<file path="src/include/cogr_pkg.sv">
// Package with the register map, reset values and encodings of the colour offset and gain bank.
package cogr_pkg;

  // ----------------------------------------------------------------
  // Bus geometry
  // ----------------------------------------------------------------
  localparam int ADDR_W = 6;
  localparam int DATA_W = 32;
  localparam int CODE_W = 8;
  localparam int COLOURS = 3;
  localparam int SEL_W = 2;
  localparam int STRIDE = 4;

  // ----------------------------------------------------------------
  // Register byte addresses
  // ----------------------------------------------------------------
  localparam logic [ADDR_W-1:0] ADDR_OFFSET_RED = 6'h00;
  localparam logic [ADDR_W-1:0] ADDR_OFFSET_GREEN = 6'h04;
  localparam logic [ADDR_W-1:0] ADDR_OFFSET_BLUE = 6'h08;
  localparam logic [ADDR_W-1:0] ADDR_OFFSET_ALL = 6'h0c;
  localparam logic [ADDR_W-1:0] ADDR_GAIN_RED = 6'h10;
  localparam logic [ADDR_W-1:0] ADDR_GAIN_GREEN = 6'h14;
  localparam logic [ADDR_W-1:0] ADDR_GAIN_BLUE = 6'h18;
  localparam logic [ADDR_W-1:0] ADDR_GAIN_ALL = 6'h1c;
  localparam logic [ADDR_W-1:0] ADDR_CONTROL = 6'h20;
  localparam logic [ADDR_W-1:0] ADDR_SOFT_RESET = 6'h24;
  localparam logic [ADDR_W-1:0] ADDR_STATUS = 6'h28;

  // ----------------------------------------------------------------
  // Field positions and reset values
  // ----------------------------------------------------------------
  localparam int STAT_GAIN_LSB = 8;
  localparam int STAT_SEL_LSB = 16;
  localparam logic [CODE_W-1:0] OFFSET_RESET = 8'h80;
  localparam logic [CODE_W-1:0] GAIN_RESET = 8'h00;
  localparam logic [DATA_W-1:0] DATA_ZERO = 32'h0000_0000;

  // ----------------------------------------------------------------
  // Colour selection and bus responses
  // ----------------------------------------------------------------
  localparam logic [SEL_W-1:0] SEL_RED = 2'h0;
  localparam logic [SEL_W-1:0] SEL_GREEN = 2'h1;
  localparam logic [SEL_W-1:0] SEL_BLUE = 2'h2;
  localparam logic [SEL_W-1:0] SEL_RESET = 2'h0;
  localparam logic [1:0] RESP_OKAY = 2'h0;
  localparam logic [1:0] RESP_SLVERR = 2'h2;

endpackage

</file>
<file path="src/include/cogr_chan_if.sv">
// Interface carrying the colour codes to the selector and the selected pair back.
`timescale 1ns/1ns
interface cogr_chan_if;
  import cogr_pkg::*;
  logic [CODE_W-1:0] offset_code [COLOURS];
  logic [CODE_W-1:0] gain_code [COLOURS];
  logic [SEL_W-1:0] colour_select;
  logic [CODE_W-1:0] sel_offset;
  logic [CODE_W-1:0] sel_gain;
  modport bank (output offset_code, output gain_code, output colour_select, input sel_offset, input sel_gain);
  modport mux (input offset_code, input gain_code, input colour_select, output sel_offset, output sel_gain);
endinterface

</file>
<file path="src/hw/cogr_regs.sv">
// Colour offset and gain register bank with an AXI4-Lite slave and the colour selector.
// Operation
// - Red offset code, eight bits, resets to 0x80, applied when red is selected.
// - Green offset code, eight bits, resets to 0x80, applied when green is selected.
// - Blue offset code, eight bits, resets to 0x80, applied when blue is selected.
// - Writing the broadcast offset location loads all three offset codes at once.
// - Red gain code resets to zero, sets red gain, applied when red is selected.
// - Green gain code resets to zero, same gain law, applied when green is selected.
// - Blue gain code resets to zero, same gain law, applied when blue is selected.
// - Writing the broadcast gain location loads all three gain codes at once.
// - Colour select: 00 red, 01 green, 10 blue, 11 reserved.
// - Any write to the software reset location restores every register default.
//
// Implementation choices: the placing of the registers and the AXI4-Lite register port.
`timescale 1ns/1ns
module cogr_regs
  import cogr_pkg::*;
(
  input wire logic clk_sys_i,
  input wire logic rst_b_i,
  input wire logic [ADDR_W-1:0] s_axi_awaddr_i,
  input wire logic s_axi_awvalid_i,
  output logic s_axi_awready_o,
  input wire logic [DATA_W-1:0] s_axi_wdata_i,
  input wire logic [DATA_W/8-1:0] s_axi_wstrb_i,
  input wire logic s_axi_wvalid_i,
  output logic s_axi_wready_o,
  output logic [1:0] s_axi_bresp_o,
  output logic s_axi_bvalid_o,
  input wire logic s_axi_bready_i,
  input wire logic [ADDR_W-1:0] s_axi_araddr_i,
  input wire logic s_axi_arvalid_i,
  output logic s_axi_arready_o,
  output logic [DATA_W-1:0] s_axi_rdata_o,
  output logic [1:0] s_axi_rresp_o,
  output logic s_axi_rvalid_o,
  input wire logic s_axi_rready_i,
  output logic [CODE_W-1:0] offset_code_o,
  output logic [CODE_W-1:0] gain_code_o,
  output logic [SEL_W-1:0] colour_select_o
);

  // ----------------------------------------------------------------
  // Declarations
  // ----------------------------------------------------------------
  cogr_chan_if chan ();
  logic aw_held;
  logic w_held;
  logic [ADDR_W-1:0] wr_addr;
  logic [DATA_W-1:0] wr_data;
  logic wr_lane0;
  logic wr_go;
  logic wr_soft_reset;
  logic wr_mapped;
  logic [DATA_W-1:0] rd_value;
  logic rd_mapped;
  logic [SEL_W-1:0] colour_select;

  // ----------------------------------------------------------------
  // Write channels
  // ----------------------------------------------------------------
  // Address and data are held separately so the master may present them in either order.
  assign s_axi_awready_o = !aw_held && !s_axi_bvalid_o;
  assign s_axi_wready_o = !w_held && !s_axi_bvalid_o;
  assign wr_go = aw_held && w_held && !s_axi_bvalid_o;
  assign wr_soft_reset = wr_go && wr_addr == ADDR_SOFT_RESET;

  always_ff @(posedge clk_sys_i or negedge rst_b_i) begin
    if (!rst_b_i) begin
      aw_held <= 1'b0;
      wr_addr <= ADDR_OFFSET_RED;
    end else if (s_axi_awvalid_i && s_axi_awready_o) begin
      aw_held <= 1'b1;
      wr_addr <= s_axi_awaddr_i;
    end else if (wr_go) begin
      aw_held <= 1'b0;
    end
  end

  always_ff @(posedge clk_sys_i or negedge rst_b_i) begin
    if (!rst_b_i) begin
      w_held <= 1'b0;
      wr_data <= DATA_ZERO;
      wr_lane0 <= 1'b0;
    end else if (s_axi_wvalid_i && s_axi_wready_o) begin
      w_held <= 1'b1;
      wr_data <= s_axi_wdata_i;
      wr_lane0 <= s_axi_wstrb_i[0];
    end else if (wr_go) begin
      w_held <= 1'b0;
    end
  end

  always_comb begin
    case (wr_addr)
      ADDR_OFFSET_RED, ADDR_OFFSET_GREEN, ADDR_OFFSET_BLUE, ADDR_OFFSET_ALL: wr_mapped = 1'b1;
      ADDR_GAIN_RED, ADDR_GAIN_GREEN, ADDR_GAIN_BLUE, ADDR_GAIN_ALL: wr_mapped = 1'b1;
      ADDR_CONTROL, ADDR_SOFT_RESET: wr_mapped = 1'b1;
      default: wr_mapped = 1'b0;
    endcase
  end

  always_ff @(posedge clk_sys_i or negedge rst_b_i) begin
    if (!rst_b_i) begin
      s_axi_bvalid_o <= 1'b0;
      s_axi_bresp_o <= RESP_OKAY;
    end else if (wr_go) begin
      s_axi_bvalid_o <= 1'b1;
      s_axi_bresp_o <= wr_mapped ? RESP_OKAY : RESP_SLVERR;
    end else if (s_axi_bready_i) begin
      s_axi_bvalid_o <= 1'b0;
    end
  end

  // ----------------------------------------------------------------
  // Colour registers
  // ----------------------------------------------------------------
  // Only byte lane 0 carries a code, so a write without it leaves the code alone.
  for (genvar c = 0; c < COLOURS; c++) begin : g_colour
    localparam logic [ADDR_W-1:0] OFF_ADDR = ADDR_W'(ADDR_OFFSET_RED + c * STRIDE);
    localparam logic [ADDR_W-1:0] GAIN_ADDR = ADDR_W'(ADDR_GAIN_RED + c * STRIDE);

    always_ff @(posedge clk_sys_i or negedge rst_b_i) begin
      if (!rst_b_i) begin
        chan.offset_code[c] <= OFFSET_RESET;
      end else if (wr_soft_reset) begin
        chan.offset_code[c] <= OFFSET_RESET;
      end else if (wr_go && wr_lane0 && (wr_addr == OFF_ADDR || wr_addr == ADDR_OFFSET_ALL)) begin
        chan.offset_code[c] <= wr_data[CODE_W-1:0];
      end
    end

    always_ff @(posedge clk_sys_i or negedge rst_b_i) begin
      if (!rst_b_i) begin
        chan.gain_code[c] <= GAIN_RESET;
      end else if (wr_soft_reset) begin
        chan.gain_code[c] <= GAIN_RESET;
      end else if (wr_go && wr_lane0 && (wr_addr == GAIN_ADDR || wr_addr == ADDR_GAIN_ALL)) begin
        chan.gain_code[c] <= wr_data[CODE_W-1:0];
      end
    end
  end

  always_ff @(posedge clk_sys_i or negedge rst_b_i) begin
    if (!rst_b_i) begin
      colour_select <= SEL_RESET;
    end else if (wr_soft_reset) begin
      colour_select <= SEL_RESET;
    end else if (wr_go && wr_lane0 && wr_addr == ADDR_CONTROL) begin
      colour_select <= wr_data[SEL_W-1:0];
    end
  end

  assign chan.colour_select = colour_select;
  assign colour_select_o = colour_select;

  // ----------------------------------------------------------------
  // Selector and outputs
  // ----------------------------------------------------------------
  cogr_colour_mux u_mux (
    .clk_sys_i(clk_sys_i),
    .rst_b_i(rst_b_i),
    .chan(chan)
  );

  assign offset_code_o = chan.sel_offset;
  assign gain_code_o = chan.sel_gain;

  // ----------------------------------------------------------------
  // Read channel
  // ----------------------------------------------------------------
  // The broadcast and reset locations are write only and read back as zero.
  always_comb begin
    rd_value = DATA_ZERO;
    rd_mapped = 1'b1;
    case (s_axi_araddr_i)
      ADDR_OFFSET_RED: rd_value[CODE_W-1:0] = chan.offset_code[0];
      ADDR_OFFSET_GREEN: rd_value[CODE_W-1:0] = chan.offset_code[1];
      ADDR_OFFSET_BLUE: rd_value[CODE_W-1:0] = chan.offset_code[2];
      ADDR_GAIN_RED: rd_value[CODE_W-1:0] = chan.gain_code[0];
      ADDR_GAIN_GREEN: rd_value[CODE_W-1:0] = chan.gain_code[1];
      ADDR_GAIN_BLUE: rd_value[CODE_W-1:0] = chan.gain_code[2];
      ADDR_CONTROL: rd_value[SEL_W-1:0] = colour_select;
      ADDR_OFFSET_ALL, ADDR_GAIN_ALL, ADDR_SOFT_RESET: rd_value = DATA_ZERO;
      ADDR_STATUS: begin
        rd_value[CODE_W-1:0] = chan.sel_offset;
        rd_value[STAT_GAIN_LSB +: CODE_W] = chan.sel_gain;
        rd_value[STAT_SEL_LSB +: SEL_W] = colour_select;
      end
      default: rd_mapped = 1'b0;
    endcase
  end

  assign s_axi_arready_o = !s_axi_rvalid_o;

  always_ff @(posedge clk_sys_i or negedge rst_b_i) begin
    if (!rst_b_i) begin
      s_axi_rvalid_o <= 1'b0;
      s_axi_rdata_o <= DATA_ZERO;
      s_axi_rresp_o <= RESP_OKAY;
    end else if (s_axi_arvalid_i && s_axi_arready_o) begin
      s_axi_rvalid_o <= 1'b1;
      s_axi_rdata_o <= rd_value;
      s_axi_rresp_o <= rd_mapped ? RESP_OKAY : RESP_SLVERR;
    end else if (s_axi_rready_i) begin
      s_axi_rvalid_o <= 1'b0;
    end
  end

  // ----------------------------------------------------------------
  // Checks
  // ----------------------------------------------------------------
  a_red_offset_write: assert property (@(posedge clk_sys_i) disable iff (!rst_b_i)
    wr_go && wr_lane0 && !wr_soft_reset && wr_addr == ADDR_OFFSET_RED
      |=> chan.offset_code[0] == $past(wr_data[CODE_W-1:0]) ##2 offset_code_o == $past(wr_data[CODE_W-1:0], 3)
        || colour_select != SEL_RED)
    else $error("Red offset write not stored or not applied.");
  a_green_offset_write: assert property (@(posedge clk_sys_i) disable iff (!rst_b_i)
    wr_go && wr_lane0 && wr_addr == ADDR_OFFSET_GREEN
      |=> chan.offset_code[1] == $past(wr_data[CODE_W-1:0]) && $stable(chan.offset_code[0]))
    else $error("Green offset write not stored alone.");
  a_blue_offset_write: assert property (@(posedge clk_sys_i) disable iff (!rst_b_i)
    wr_go && wr_lane0 && wr_addr == ADDR_OFFSET_BLUE
      |=> chan.offset_code[2] == $past(wr_data[CODE_W-1:0]) && $stable(chan.offset_code[1]))
    else $error("Blue offset write not stored alone.");
  a_offset_broadcast: assert property (@(posedge clk_sys_i) disable iff (!rst_b_i)
    wr_go && wr_lane0 && wr_addr == ADDR_OFFSET_ALL
      |=> chan.offset_code[0] == $past(wr_data[CODE_W-1:0]) && chan.offset_code[1] == chan.offset_code[0]
        && chan.offset_code[2] == chan.offset_code[0])
    else $error("Broadcast offset did not reach all colours.");
  a_red_gain_write: assert property (@(posedge clk_sys_i) disable iff (!rst_b_i)
    wr_go && wr_lane0 && wr_addr == ADDR_GAIN_RED
      |=> chan.gain_code[0] == $past(wr_data[CODE_W-1:0]) && $stable(chan.gain_code[1]))
    else $error("Red gain write not stored alone.");
  a_green_gain_write: assert property (@(posedge clk_sys_i) disable iff (!rst_b_i)
    wr_go && wr_lane0 && wr_addr == ADDR_GAIN_GREEN
      |=> chan.gain_code[1] == $past(wr_data[CODE_W-1:0]) && $stable(chan.gain_code[2]))
    else $error("Green gain write not stored alone.");
  a_blue_gain_write: assert property (@(posedge clk_sys_i) disable iff (!rst_b_i)
    wr_go && wr_lane0 && wr_addr == ADDR_GAIN_BLUE
      |=> chan.gain_code[2] == $past(wr_data[CODE_W-1:0]) && $stable(chan.gain_code[0]))
    else $error("Blue gain write not stored alone.");
  a_gain_broadcast: assert property (@(posedge clk_sys_i) disable iff (!rst_b_i)
    wr_go && wr_lane0 && wr_addr == ADDR_GAIN_ALL
      |=> chan.gain_code[0] == $past(wr_data[CODE_W-1:0]) && chan.gain_code[1] == chan.gain_code[0]
        && chan.gain_code[2] == chan.gain_code[0])
    else $error("Broadcast gain did not reach all colours.");
  a_soft_reset_all: assert property (@(posedge clk_sys_i) disable iff (!rst_b_i)
    wr_soft_reset |=> chan.offset_code[0] == OFFSET_RESET && chan.offset_code[2] == OFFSET_RESET
      && chan.gain_code[1] == GAIN_RESET && colour_select == SEL_RESET ##1 offset_code_o == OFFSET_RESET)
    else $error("Software reset left a register off its default.");
  a_write_answer: assert property (@(posedge clk_sys_i) disable iff (!rst_b_i)
    wr_go |=> s_axi_bvalid_o && !s_axi_awready_o && !s_axi_wready_o)
    else $error("Write response not raised one clock after the write.");

  // ----------------------------------------------------------------
  // Selection, strobe, software reset, unmapped write and read-back checks
  // ----------------------------------------------------------------
  a_select_write: assert property (@(posedge clk_sys_i) disable iff (!rst_b_i)
    wr_go && wr_lane0 && wr_addr == ADDR_CONTROL
      |=> colour_select == $past(wr_data[SEL_W-1:0]))
    else $error("Colour select write not stored.");
  a_reserved_hold: assert property (@(posedge clk_sys_i) disable iff (!rst_b_i)
    &colour_select
      |=> $stable(offset_code_o) && $stable(gain_code_o))
    else $error("Reserved selection changed the outputs.");
  a_blank_lane_offset: assert property (@(posedge clk_sys_i) disable iff (!rst_b_i)
    wr_go && !wr_lane0 && !wr_soft_reset
      |=> $stable(chan.offset_code[0]) && $stable(chan.offset_code[1]) && $stable(chan.offset_code[2]))
    else $error("Write without byte lane 0 changed an offset code.");
  a_blank_lane_gain: assert property (@(posedge clk_sys_i) disable iff (!rst_b_i)
    wr_go && !wr_lane0 && !wr_soft_reset
      |=> $stable(chan.gain_code[0]) && $stable(chan.gain_code[1]) && $stable(chan.gain_code[2]) && $stable(colour_select))
    else $error("Write without byte lane 0 changed a gain code or the selection.");
  a_soft_reset_gain: assert property (@(posedge clk_sys_i) disable iff (!rst_b_i)
    wr_soft_reset |=> chan.offset_code[1] == OFFSET_RESET && chan.gain_code[0] == GAIN_RESET
      && chan.gain_code[2] == GAIN_RESET ##1 gain_code_o == GAIN_RESET)
    else $error("Software reset left a gain code off its default.");
  a_unmapped_write: assert property (@(posedge clk_sys_i) disable iff (!rst_b_i)
    wr_go && !wr_mapped
      |=> s_axi_bresp_o == RESP_SLVERR && $stable(chan.offset_code[0]) && $stable(chan.gain_code[0]))
    else $error("Unmapped write not refused or changed a code.");
  a_read_red_offset: assert property (@(posedge clk_sys_i) disable iff (!rst_b_i)
    s_axi_arvalid_i && s_axi_arready_o && s_axi_araddr_i == ADDR_OFFSET_RED
      |=> s_axi_rvalid_o && s_axi_rdata_o[CODE_W-1:0] == $past(chan.offset_code[0]))
    else $error("Red offset read back wrong.");
  a_read_green_offset: assert property (@(posedge clk_sys_i) disable iff (!rst_b_i)
    s_axi_arvalid_i && s_axi_arready_o && s_axi_araddr_i == ADDR_OFFSET_GREEN
      |=> s_axi_rvalid_o && s_axi_rdata_o[CODE_W-1:0] == $past(chan.offset_code[1]))
    else $error("Green offset read back wrong.");
  a_read_blue_gain: assert property (@(posedge clk_sys_i) disable iff (!rst_b_i)
    s_axi_arvalid_i && s_axi_arready_o && s_axi_araddr_i == ADDR_GAIN_BLUE
      |=> s_axi_rvalid_o && s_axi_rdata_o[CODE_W-1:0] == $past(chan.gain_code[2]))
    else $error("Blue gain read back wrong.");
  a_read_status: assert property (@(posedge clk_sys_i) disable iff (!rst_b_i)
    s_axi_arvalid_i && s_axi_arready_o && s_axi_araddr_i == ADDR_STATUS
      |=> s_axi_rdata_o[CODE_W-1:0] == $past(offset_code_o) && s_axi_rdata_o[STAT_GAIN_LSB +: CODE_W] == $past(gain_code_o))
    else $error("Status read does not show the applied pair.");
  a_read_control: assert property (@(posedge clk_sys_i) disable iff (!rst_b_i)
    s_axi_arvalid_i && s_axi_arready_o && s_axi_araddr_i == ADDR_CONTROL
      |=> s_axi_rdata_o[SEL_W-1:0] == $past(colour_select))
    else $error("Colour select read back wrong.");
  a_read_broadcast_zero: assert property (@(posedge clk_sys_i) disable iff (!rst_b_i)
    s_axi_arvalid_i && s_axi_arready_o && (s_axi_araddr_i == ADDR_OFFSET_ALL || s_axi_araddr_i == ADDR_GAIN_ALL)
      |=> s_axi_rdata_o == DATA_ZERO && s_axi_rresp_o == RESP_OKAY)
    else $error("Broadcast location did not read back as zero.");

endmodule

</file>
<file path="src/hw/cogr_colour_mux.sv">
// Selector that registers the offset and gain codes of the chosen colour.
`timescale 1ns/1ns
module cogr_colour_mux
  import cogr_pkg::*;
(
  input wire logic clk_sys_i,
  input wire logic rst_b_i,
  cogr_chan_if.mux chan
);

  // ----------------------------------------------------------------
  // Selection
  // ----------------------------------------------------------------
  // The reserved selection keeps the last pair so the analogue side never sees a code of no colour.
  always_ff @(posedge clk_sys_i or negedge rst_b_i) begin
    if (!rst_b_i) begin
      chan.sel_offset <= OFFSET_RESET;
      chan.sel_gain <= GAIN_RESET;
    end else begin
      case (chan.colour_select)
        SEL_RED: begin
          chan.sel_offset <= chan.offset_code[0];
          chan.sel_gain <= chan.gain_code[0];
        end
        SEL_GREEN: begin
          chan.sel_offset <= chan.offset_code[1];
          chan.sel_gain <= chan.gain_code[1];
        end
        SEL_BLUE: begin
          chan.sel_offset <= chan.offset_code[2];
          chan.sel_gain <= chan.gain_code[2];
        end
        default: begin
          chan.sel_offset <= chan.sel_offset;
          chan.sel_gain <= chan.sel_gain;
        end
      endcase
    end
  end

  // ----------------------------------------------------------------
  // Checks
  // ----------------------------------------------------------------
  a_red_pair_applied: assert property (@(posedge clk_sys_i) disable iff (!rst_b_i)
    chan.colour_select == SEL_RED |=> chan.sel_offset == $past(chan.offset_code[0])
      && chan.sel_gain == $past(chan.gain_code[0]))
    else $error("Red pair not applied one clock after selection.");
  a_green_pair_applied: assert property (@(posedge clk_sys_i) disable iff (!rst_b_i)
    chan.colour_select == SEL_GREEN |=> chan.sel_offset == $past(chan.offset_code[1])
      && chan.sel_gain == $past(chan.gain_code[1]))
    else $error("Green pair not applied one clock after selection.");
  a_blue_pair_applied: assert property (@(posedge clk_sys_i) disable iff (!rst_b_i)
    chan.colour_select == SEL_BLUE |=> chan.sel_offset == $past(chan.offset_code[2])
      && chan.sel_gain == $past(chan.gain_code[2]))
    else $error("Blue pair not applied one clock after selection.");

endmodule

</file>
<file path="config.mk">
export PLATFORM = sky130hd
export DESIGN_NAME = cogr_regs
export DESIGN_NICKNAME = d
export VERILOG_FILES = /design/src/include/cogr_pkg.sv /design/src/include/cogr_chan_if.sv /design/src/hw/cogr_regs.sv /design/src/hw/cogr_colour_mux.sv
export SDC_FILE = /design/constraint.sdc
export NUM_CORES = 1
export LEC_CHECK = 0
export BUFFER_PORTS_ARGS = -buffer_cell sky130_fd_sc_hd__buf_2
export CORE_UTILIZATION = 54
export DETAILED_ROUTE_END_ITERATION = 16
export PLACE_DENSITY = 0.81
export SKIP_LAST_GASP = 1
export SLEW_MARGIN = 25
export SYNTH_ARGS = -nofsm -noshare
export SYNTH_HDL_FRONTEND = slang
export SYNTH_SLANG_ARGS = --single-unit
</file>
<file path="constraint.sdc">
create_clock -name clk_sys_i -period 2.4 [get_ports clk_sys_i]
set_clock_uncertainty 0.1 [all_clocks]
set_input_delay 0.24 -clock clk_sys_i [delete_from_list [all_inputs] [get_ports clk_sys_i]]
set_output_delay 0.24 -clock clk_sys_i [all_outputs]
set_load 0.05 [all_outputs]
</file>
* Word-level counts from Yosys, hierarchy flattened
Index checks and enable logic that the tools add are counted.
** Operators by class
- Equality and inequality tests :: 21
- Mux-type cells :: 30
- Reductions and logical operators :: 43
** Operators with widths (number)
- 8-bit 2-to-1 mux :: 12
- 6-bit by 5-bit equality test with 1-bit output, second input constant :: 8
- 8-bit one-hot mux with 3 select lines :: 2
- 6-bit one-hot mux with 7 select lines :: 1
- 6-bit equality test, second input constant :: 5
- 6-bit by 4-bit equality test with 1-bit output, second input constant :: 4
- 2-bit nonzero test :: 11
- 1-bit logical AND :: 16
- 2-bit one-hot mux with 8 select lines :: 1
- 6-bit by 3-bit equality test with 1-bit output, second input constant :: 2
- 6-bit zero test :: 2
- 11-bit OR reduction :: 1
- 10-bit 2-to-1 mux :: 1
- 10-bit OR reduction :: 1
- 1-bit 2-to-1 mux :: 9
- 2-bit 2-to-1 mux :: 4
- 1-bit logical OR :: 6
- 1-bit zero test :: 4
- 3-bit nonzero test :: 1
- 2-bit by 1-bit equality test with 1-bit output, second input constant :: 1
- 2-bit equality test, second input constant :: 1
- 2-bit zero test :: 1
** Word-level totals
- Flip-flop bits (word level) :: 107
- Output and inout port bits :: 59
- Word-level logic and storage cells :: 113

* Depth between registers and ports, before layout
Gate-level depths: netlist of the first run.
- Depth after elaboration :: 6
- Mapped depth :: 8
- Gate-level depth less buffers :: 6

* Modules after synthesis
Synthesis of the first run repeated with hierarchy kept, for this count alone.
** Unflattened totals
- Cell total of the unflattened synthesis :: 473
- Area total of the unflattened synthesis :: 5312.6 um2
** Modules (own cells, without submodules)
- cogr_regs :: times used 1, cells each 376, area an instance 4235.3 um2, sequential area each 2230.9 um2
- cogr_colour_mux :: times used 1, cells each 97, area an instance 1077.3 um2, sequential area each 401.6 um2

* Worst setup path before layout of the first run
Ideal clock, no wire load.
- Kind :: register -> register
- From :: register s_axi_bvalid_o
- To :: register wr_data[0]
- Arrival :: 2.248 ns
- Data required time :: 2.175 ns
- Slack :: -0.073 ns
- Cell stages (with the launch flop) :: 5
- Path buffers :: 1
- Period minus slack after synthesis :: 2.473 ns
- Cell sequence :: dfrtp_1 -> nor2_1 -> and2_1 -> clkbuf_1 -> mux2_2
** Between the ends
- Cells in the longest elaborated chain, start to end :: 3
** RTL lines
- start, declared :: RTL line cogr_regs.sv:29 : output logic s_axi_bvalid_o,
- start signal, assigned :: RTL line cogr_regs.sv:105 : s_axi_bvalid_o <= 1'b0;
- start signal, assigned :: RTL line cogr_regs.sv:108 : s_axi_bvalid_o <= 1'b1;
- start signal, assigned :: RTL line cogr_regs.sv:111 : s_axi_bvalid_o <= 1'b0;
- 1-bit zero test :: RTL line cogr_regs.sv:64 : assign s_axi_wready_o = !w_held && !s_axi_bvalid_o;
- 1-bit logical AND :: RTL line cogr_regs.sv:64
- via s_axi_wready_o :: RTL line cogr_regs.sv:27 : output logic s_axi_wready_o,
- 1-bit logical AND :: RTL line cogr_regs.sv:85 : end else if (s_axi_wvalid_i && s_axi_wready_o) begin
- end signal, assigned :: RTL line cogr_regs.sv:87 : wr_data <= s_axi_wdata_i;
- end, declared :: RTL line cogr_regs.sv:50 : logic [DATA_W-1:0] wr_data;
The timed path passes the listed nets, and every way through them passes these cells.
A chain may end at the register's enable or synchronous reset.

* Final worst setup path of the first run
- From :: register s_axi_bvalid_o
- To :: register chan.gain_code[1] (netlist name)
** Between the ends
- Cells in the longest elaborated chain, start to end :: 5
- Elaborated cells between the ends (all ways) :: 7
- Those cells by class :: mux: 1; reduce/logical: 6
** RTL lines
- 1-bit zero test * :: RTL line cogr_regs.sv:65 : assign wr_go = aw_held && w_held && !s_axi_bvalid_o;
- 1-bit logical AND * :: RTL line cogr_regs.sv:65
- 1-bit logical AND (2 in a row) :: RTL line cogr_regs.sv:138 : end else if (wr_go && wr_lane0 && (wr_addr == GAIN_ADDR || wr_addr == ADDR_GAIN_ALL)) begin
- 2-bit nonzero test (no line)
- end signal, assigned by index :: RTL line cogr_regs.sv:139 : chan.gain_code[c] <= wr_data[CODE_W-1:0];
- end, declared :: RTL line cogr_chan_if.sv:6 : logic [CODE_W-1:0] gain_code [COLOURS];
Mark *: on every way between the ends. The rest lies on a longest branch, timed or not.

==> run metrics, run 1 <==
Slew Viols, Final=0; # setup viols final=0; Max Cap Viol=0; initial antenna violation count=0; ranking of synthesized cells by area=dfrtp_1 (49%), mux2i_1 (11%), nor2_1 (5.2%); Seq/Total Area, Yosys=between 50% and 60%; Synth Area in XOR/XNOR=0.1700%; DRT Pass-1 Iters=5; Hold Path Class=in -> reg; synthesized area=5152 µm²; Total Routing Usage GR=25.79%; Die Height=99.68 µm; HPWL after DPL=8044 µm; Die X=between 90 and 100 µm; Yosys top cell area share=49.05%; row count=35; P_leak=2.910 nW; Core Region=9240 µm²; post-cts sizing count=0; worst setup margin=281.0 ps; grt ovf=0; Synth Instances=486; Setup WS pre-CTS=317.3 ps; Area growth syn-to-layout=15.74%; Synth cell types=49; main combinational cell family by area after synthesis=multiplexers; first-pass GRT wire length=19740 µm; period utilisation layout=88.29%; share of cells above drive strength 1=22.98%; Port-buffer cells=70; root buffer cell=clkbuf_8; # fillers=~700; Async SR Flop Fraction=100.0%; CTS tree=built; Antenna diodes=0; DR iter-0 viols=209; via/cell ratio=5.748; Compound-Gate Fraction of Synth Area=14.18%; fin crit period=2119 ps; Yosys warning total=0; status=finished clean; critical path startpoint category=flip-flop; H-tree levels=3; Critical Path Sink Type=flip-flop; worst path cell trace=and3b_1 -> and4b_1 -> and3_1 -> mux2i_1 -> nor2_1; largest net degree at the start of global routing=47; Slew headroom=56.13%; Worst-path clk slew=110 ps; CP Class=reg -> reg; Hold Buf Count CTS=18; Final Hold Vio Count=0; nets=between 600 and 700; power per cell area=about 990 nW/µm²; WL/cell=17.19 µm; Hold Path Depth=3; Post-CTS Setup Inserts=0; Max Fclk=471.9 MHz; initial core utilization=55.76%; R2R cell count=5; Final ANT Viol Nets=0; vias in the first global route=3846; largest area contributor in the netlist=dfrtp_1; syn_area_per_cell=10.60 µm²; post-synthesis simple-gate area fraction=13.33%; Most used DFF post-synth=dfrtp_1; Synth Area in Adders=less than 1%; Final Routed Wirelength=~12000 µm; crit path DAT=about 2300 ps; IO Count=114; RSZ-0062 raised after global routing=no; mux cell area share after synthesis=roughly 15%; Reg2Reg Setup Slack=between 200 and 300 ps; DRC viols=0; TritonCTS Buffers=9; worst-case clock buffer depth=2; slowest stage cell, crit path=and3_1; Placer Congestion=approximately 0.88; # clock sinks=105; DR vias=4018; Worst-Margin Slew=658.1 ps; synthesized flop and latch total=105; die area=9936 µm²; Worst Path Max Fanout=8; CP peak stage delay=480 ps; Post-synth EDFFs=0; clock latency on the worst-skew pair=380 ps; setup tns final=0 ps; Worst EP required=2570 ps; Peak VDD IR=0.7955 mV
==> cell type report <==
| class | instances | area, µm² | share of cell area (%) |
|---|---|---|---|
| clock buffers | 10 | 137.6 | 2.308 |
| well taps | 129 | 161.4 | 2.707 |
| repair buffers | 101 | 655.6 | 10.99 |
| inverters | 7 | 26.28 | 0.4406 |
| multi-input cells | 341 | 2276 | 38.17 |
| clock inverters | 6 | 73.82 | 1.238 |
| flip-flops and latches | 105 | 2633 | 44.15 |
==> layer usage <==
metal	wire (µm)	vias up	track usage, %
met5	0	-	0
met4	286	0	10.75
met3	624	27	3.725
met2	5676	173	40.37
met1	5430	1960	36.17
li1	-	1858	-
==> critical path, delay by kind of cell, from the launching register on <==
family	cells	cell delay [ps]
simple gates	4	1150
mux	1	270
flops	1	470
==> path summary, 6_finish.rpt <==
path	startpoint	to
max in group asynchronous	rst_b_i	u_mux.chan.sel_offset[7]
worst min-delay path	s_axi_awvalid_i	aw_held
min in group asynchronous	rst_b_i	chan.offset_code[5]
worst max-delay path	s_axi_bvalid_o	chan.gain_code[1]
worst max register to register	s_axi_bvalid_o	chan.gain_code[1]
worst min register to register	s_axi_rdata_o[2]	s_axi_rdata_o[2]
==> flip-flops by register name, indices dropped and copies added (netlist names) <==
name and count:
s_axi_bvalid_o 1, w_held 1, colour_select_o 2, chan.offset_code 24
s_axi_rdata_o 18, chan.gain_code 24, s_axi_bresp_o 1, u_mux.chan.sel_gain 8
aw_held 1, s_axi_rvalid_o 1, wr_lane0 1, u_mux.chan.sel_offset 8
s_axi_rresp_o 1, wr_data 8, wr_addr 6
==> where the power goes <==
part	internal, mW	switching, mW	total, mW
Combinational	0.648	1.27	1.92
Sequential	2.23	0.563	2.79
Clock	0.527	0.636	1.16
Total	3.41	2.47	5.88
==> cell families (layout without fill, tap and decap cells) <==
family	Yosys count	count (layout)
xor gates and xnor gates	1	1
muxes	73	73
buffers and inverters	55	124
adders and majority gates	3	3
and+or+nand+nor	138	138
DFF	105	105
AOI/OAI and AO/OA	110	110
other	1	16
==> stage by stage <==
stage	power [mW]	cells	instance area, µm²	util (%)	hold WS (ps)
2_1_floorplan	4.152	501	5211	-	-155.6
3_3_place_gp	4.614	665	5572	60.30	175.8
3_5_place_dp	4.700	665	5572	60.30	188.9
4_1_cts	5.885	699	5963	64.54	6.268
5_1_grt	6.201	699	5963	64.54	8.988
6_report	5.880	699	5963	64.54	11.37
==> synthesized netlist by cell type, drive strengths merged, types with 2 or more instances <==
library cell  number
dfrtp            101
nor2              74
mux2i             58
o21ai             31
buf               30
nand2             30
a21oi             23
a22oi             19
clkbuf            18
a22o              15
mux2              15
inv                7
nor3               7
o2bb2ai            5
a221o              4
a31oi              4
dfstp              4
nor2b              4
a221oi             3
and3               3
ha                 3
nand2b             3
nor3b              3
a222oi             2
a2bb2oi            2
and4b              2
nand3              2
nor4b              2
==> layout by cell type (no fill, tap or decap), drive strengths merged, types with 16 or more instances in the layout <==
master,synthesis,final
o21ai,31,31
mux2i,58,58
dfrtp,101,101
conb,1,16
a22oi,19,19
a21oi,23,23
nand2,30,30
dlygate4sd3,0,18
nor2,74,74
buf,30,83
Power figures use the tool's default switching activity.
==> run 2: changes to the inputs <==
CTS_BUF_LIST = sky130_fd_sc_hd__clkbuf_8   (was not set)
RECOVER_POWER = 25   (was not set)
==> run metrics, run 2 (synthesis results as in run 1) <==
Hold Buf Count CTS=18 (unchanged); WL/cell=17.28 µm (was 17.19 µm); Die Height=99.68 µm (unchanged); most frequent cells in the layout=dfrtp_1 (101), nor2_1 (70), buf_2 (69), mux2i_1 (58) (unchanged); Total Routing Usage GR=25.79% (unchanged); top flop regs=chan.gain_code: 24 flops, chan.offset_code: 24 flops, s_axi_rdata_o: 18 flops (unchanged); Area growth syn-to-layout=15.37% (was 15.74%); Final Routed Wirelength=12080 µm (was 12020 µm); Buf/Inv on CP=0 (unchanged); largest net degree at the start of global routing=47 (unchanged); Int Power=3.403 mW (was 3.407 mW); placed cell count=665 (unchanged); HPWL after DPL=8044 µm (unchanged); setup tns final=0 ps (unchanged); switching pwr=2.477 mW (was 2.472 mW); post-cts sizing count=0 (unchanged); initial antenna violation count=0 (unchanged); Setup WS pre-CTS=317.3 ps (unchanged); initial core utilization=55.76% (unchanged); Max Fclk=473.1 MHz (was 471.9 MHz); hold_ws=11.29 ps (was 11.37 ps); share of cells above drive strength 1=22.81% (was 22.98%); Core Region=9240 µm² (unchanged); DRC viols=0 (unchanged); clock latency on the worst-skew pair=380 ps (about the same); Peak VDD IR=0.7958 mV (was 0.7955 mV); Post-CTS Setup Inserts=0 (unchanged); sw frac=42.13% (was 42.05%); Slew Viols, Final=0 (unchanged); root buffer cell=clkbuf_8 (unchanged); Worst Path Max Fanout=8 (unchanged); worst-case clock buffer depth=2 (unchanged); Slew headroom=25.28% (was 56.13%); die area=9936 µm² (unchanged); row count=35 (unchanged); worst path cell trace=and3b_1 -> and4b_1 -> and3_1 -> mux2i_1 -> nor2_1 (unchanged); Placer Congestion=0.8818 (unchanged); H-tree levels=3 (unchanged); Worst-Margin Slew=1121 ps (was 658.1 ps); Max Cap Viol=0 (unchanged); final core occ=64.33% (was 64.54%); via/cell ratio=5.801 (was 5.748); Sequential Power Share=47.6% (was 47.5%); critical path startpoint category=flip-flop (unchanged); Final ANT Viol Nets=0 (unchanged); DRT Pass-1 Iters=5 (unchanged); Antenna diodes=0 (unchanged); IO Count=114 (unchanged); Hold Path Class=in -> reg (unchanged); delay-heaviest family, CP=simple AND/OR/NAND/NOR gates (unchanged); P_leak=2.901 nW (was 2.910 nW); CTS tree=built (unchanged); first-pass GRT wire length=19740 µm (unchanged); CP Class=reg -> reg (unchanged); hold_sp=s_axi_awvalid_i (unchanged); fin cells=699 (unchanged); Worst EP required=2560 ps (was 2570 ps); Die X=99.68 µm (unchanged); CP peak stage delay=490 ps (was 480 ps); RSZ-0062 raised after global routing=no (unchanged); nets=623 (unchanged); Critical Path Sink Type=flip-flop (unchanged); vias in the first global route=3846 (unchanged); power per cell area=989.1 nW/µm² (was 986.0 nW/µm²); DR iter-0 viols=257 (was 209); # setup viols final=0 (unchanged); fin crit period=2114 ps (was 2119 ps); DR vias=4055 (was 4018); period utilisation layout=88.06% (was 88.29%); clock power share=19.8% (about the same); commonest non-fill, non-tap cell in the layout=dfrtp_1 (unchanged); crit path DAT=2270 ps (was 2290 ps); slowest stage cell, crit path=and3_1 (unchanged); Worst-path clk slew=110 ps (about the same); crit path from=s_axi_bvalid_o (unchanged); status=finished clean (unchanged); TritonCTS Buffers=9 (unchanged); Final Hold Vio Count=0 (unchanged); power share of the combinational group=32.6% (was 32.7%); # clock sinks=105 (unchanged); RR Startpoint=s_axi_bvalid_o (unchanged); worst setup margin=286.5 ps (was 281.0 ps); Port-buffer cells=70 (unchanged); grt ovf=0 (unchanged)
==> run 2: changes by cell type in the layout (fill, tap and decap cells not counted) <==
| cell | before | now |
|---|---|---|
| buf_4 | 12 | 10 |
| buf_12 | 2 | 1 |
| clkbuf_2 | 0 | 1 |
| clkbuf_1 | 0 | 1 |
| clkbuf_4 | 0 | 1 |
==> run 2: stage by stage <==
step	power [mW]	area (µm²)
finish	5.880	5944
global route	6.196	5944
CTS	5.885	5963
detailed placement	4.700	5572
global placement	4.614	5572
floorplan	4.152	5211
==> run 2: worst reg2reg max path, cell delays in order, from the launching register on <==
cell and delay [ps]:
dfrtp_1 470, and3b_1 350, and4b_1 270, and3_1 490
mux2i_1 260, nor2_1 50
==> run 2: cell type report <==
cell class              instances  area [µm²]
clock inverters                 6       73.82
multi-input cells             341        2276
repair buffers                101       636.9
clock buffers                  10       137.6
flip-flops and latches        105        2633
inverters                       7       26.28
well taps                     129       161.4
fillers                       706        3296
==> run 2: worst paths after layout <==
check / slack (ps) / to / cells past startpoint
worst min-delay path: 10 / aw_held / 3
worst max register to register: 290 / chan.gain_code[6] / 5
worst min register to register: 400 / u_mux.chan.sel_offset[7] / 2
max in group asynchronous: 440 / chan.gain_code[12] / 3
min in group asynchronous: 510 / wr_data[5] / 2
worst max-delay path: 290 / chan.gain_code[6] / 5
==> run 2: power by group through the flow <==
stage	combinational [mW]	sequential, mW	clock [mW]
after floorplan	1.15	3.00	0
after global placement	1.84	2.77	0
after detailed placement	1.89	2.81	0
after CTS	1.92	2.78	1.19
after global routing	2.09	2.86	1.25
final	1.92	2.80	1.17
==> run 2: metal layers <==
| metal | wire length (µm) | up-vias | global-route usage (%) |
|---|---|---|---|
| met3 | 756 | 27 | 3.725 |
| met2 | 5611 | 185 | 40.37 |
| met1 | 5416 | 1987 | 36.17 |
| met5 | 0 | - | 0 |
| li1 | - | 1856 | - |
| met4 | 292 | 0 | 10.75 |
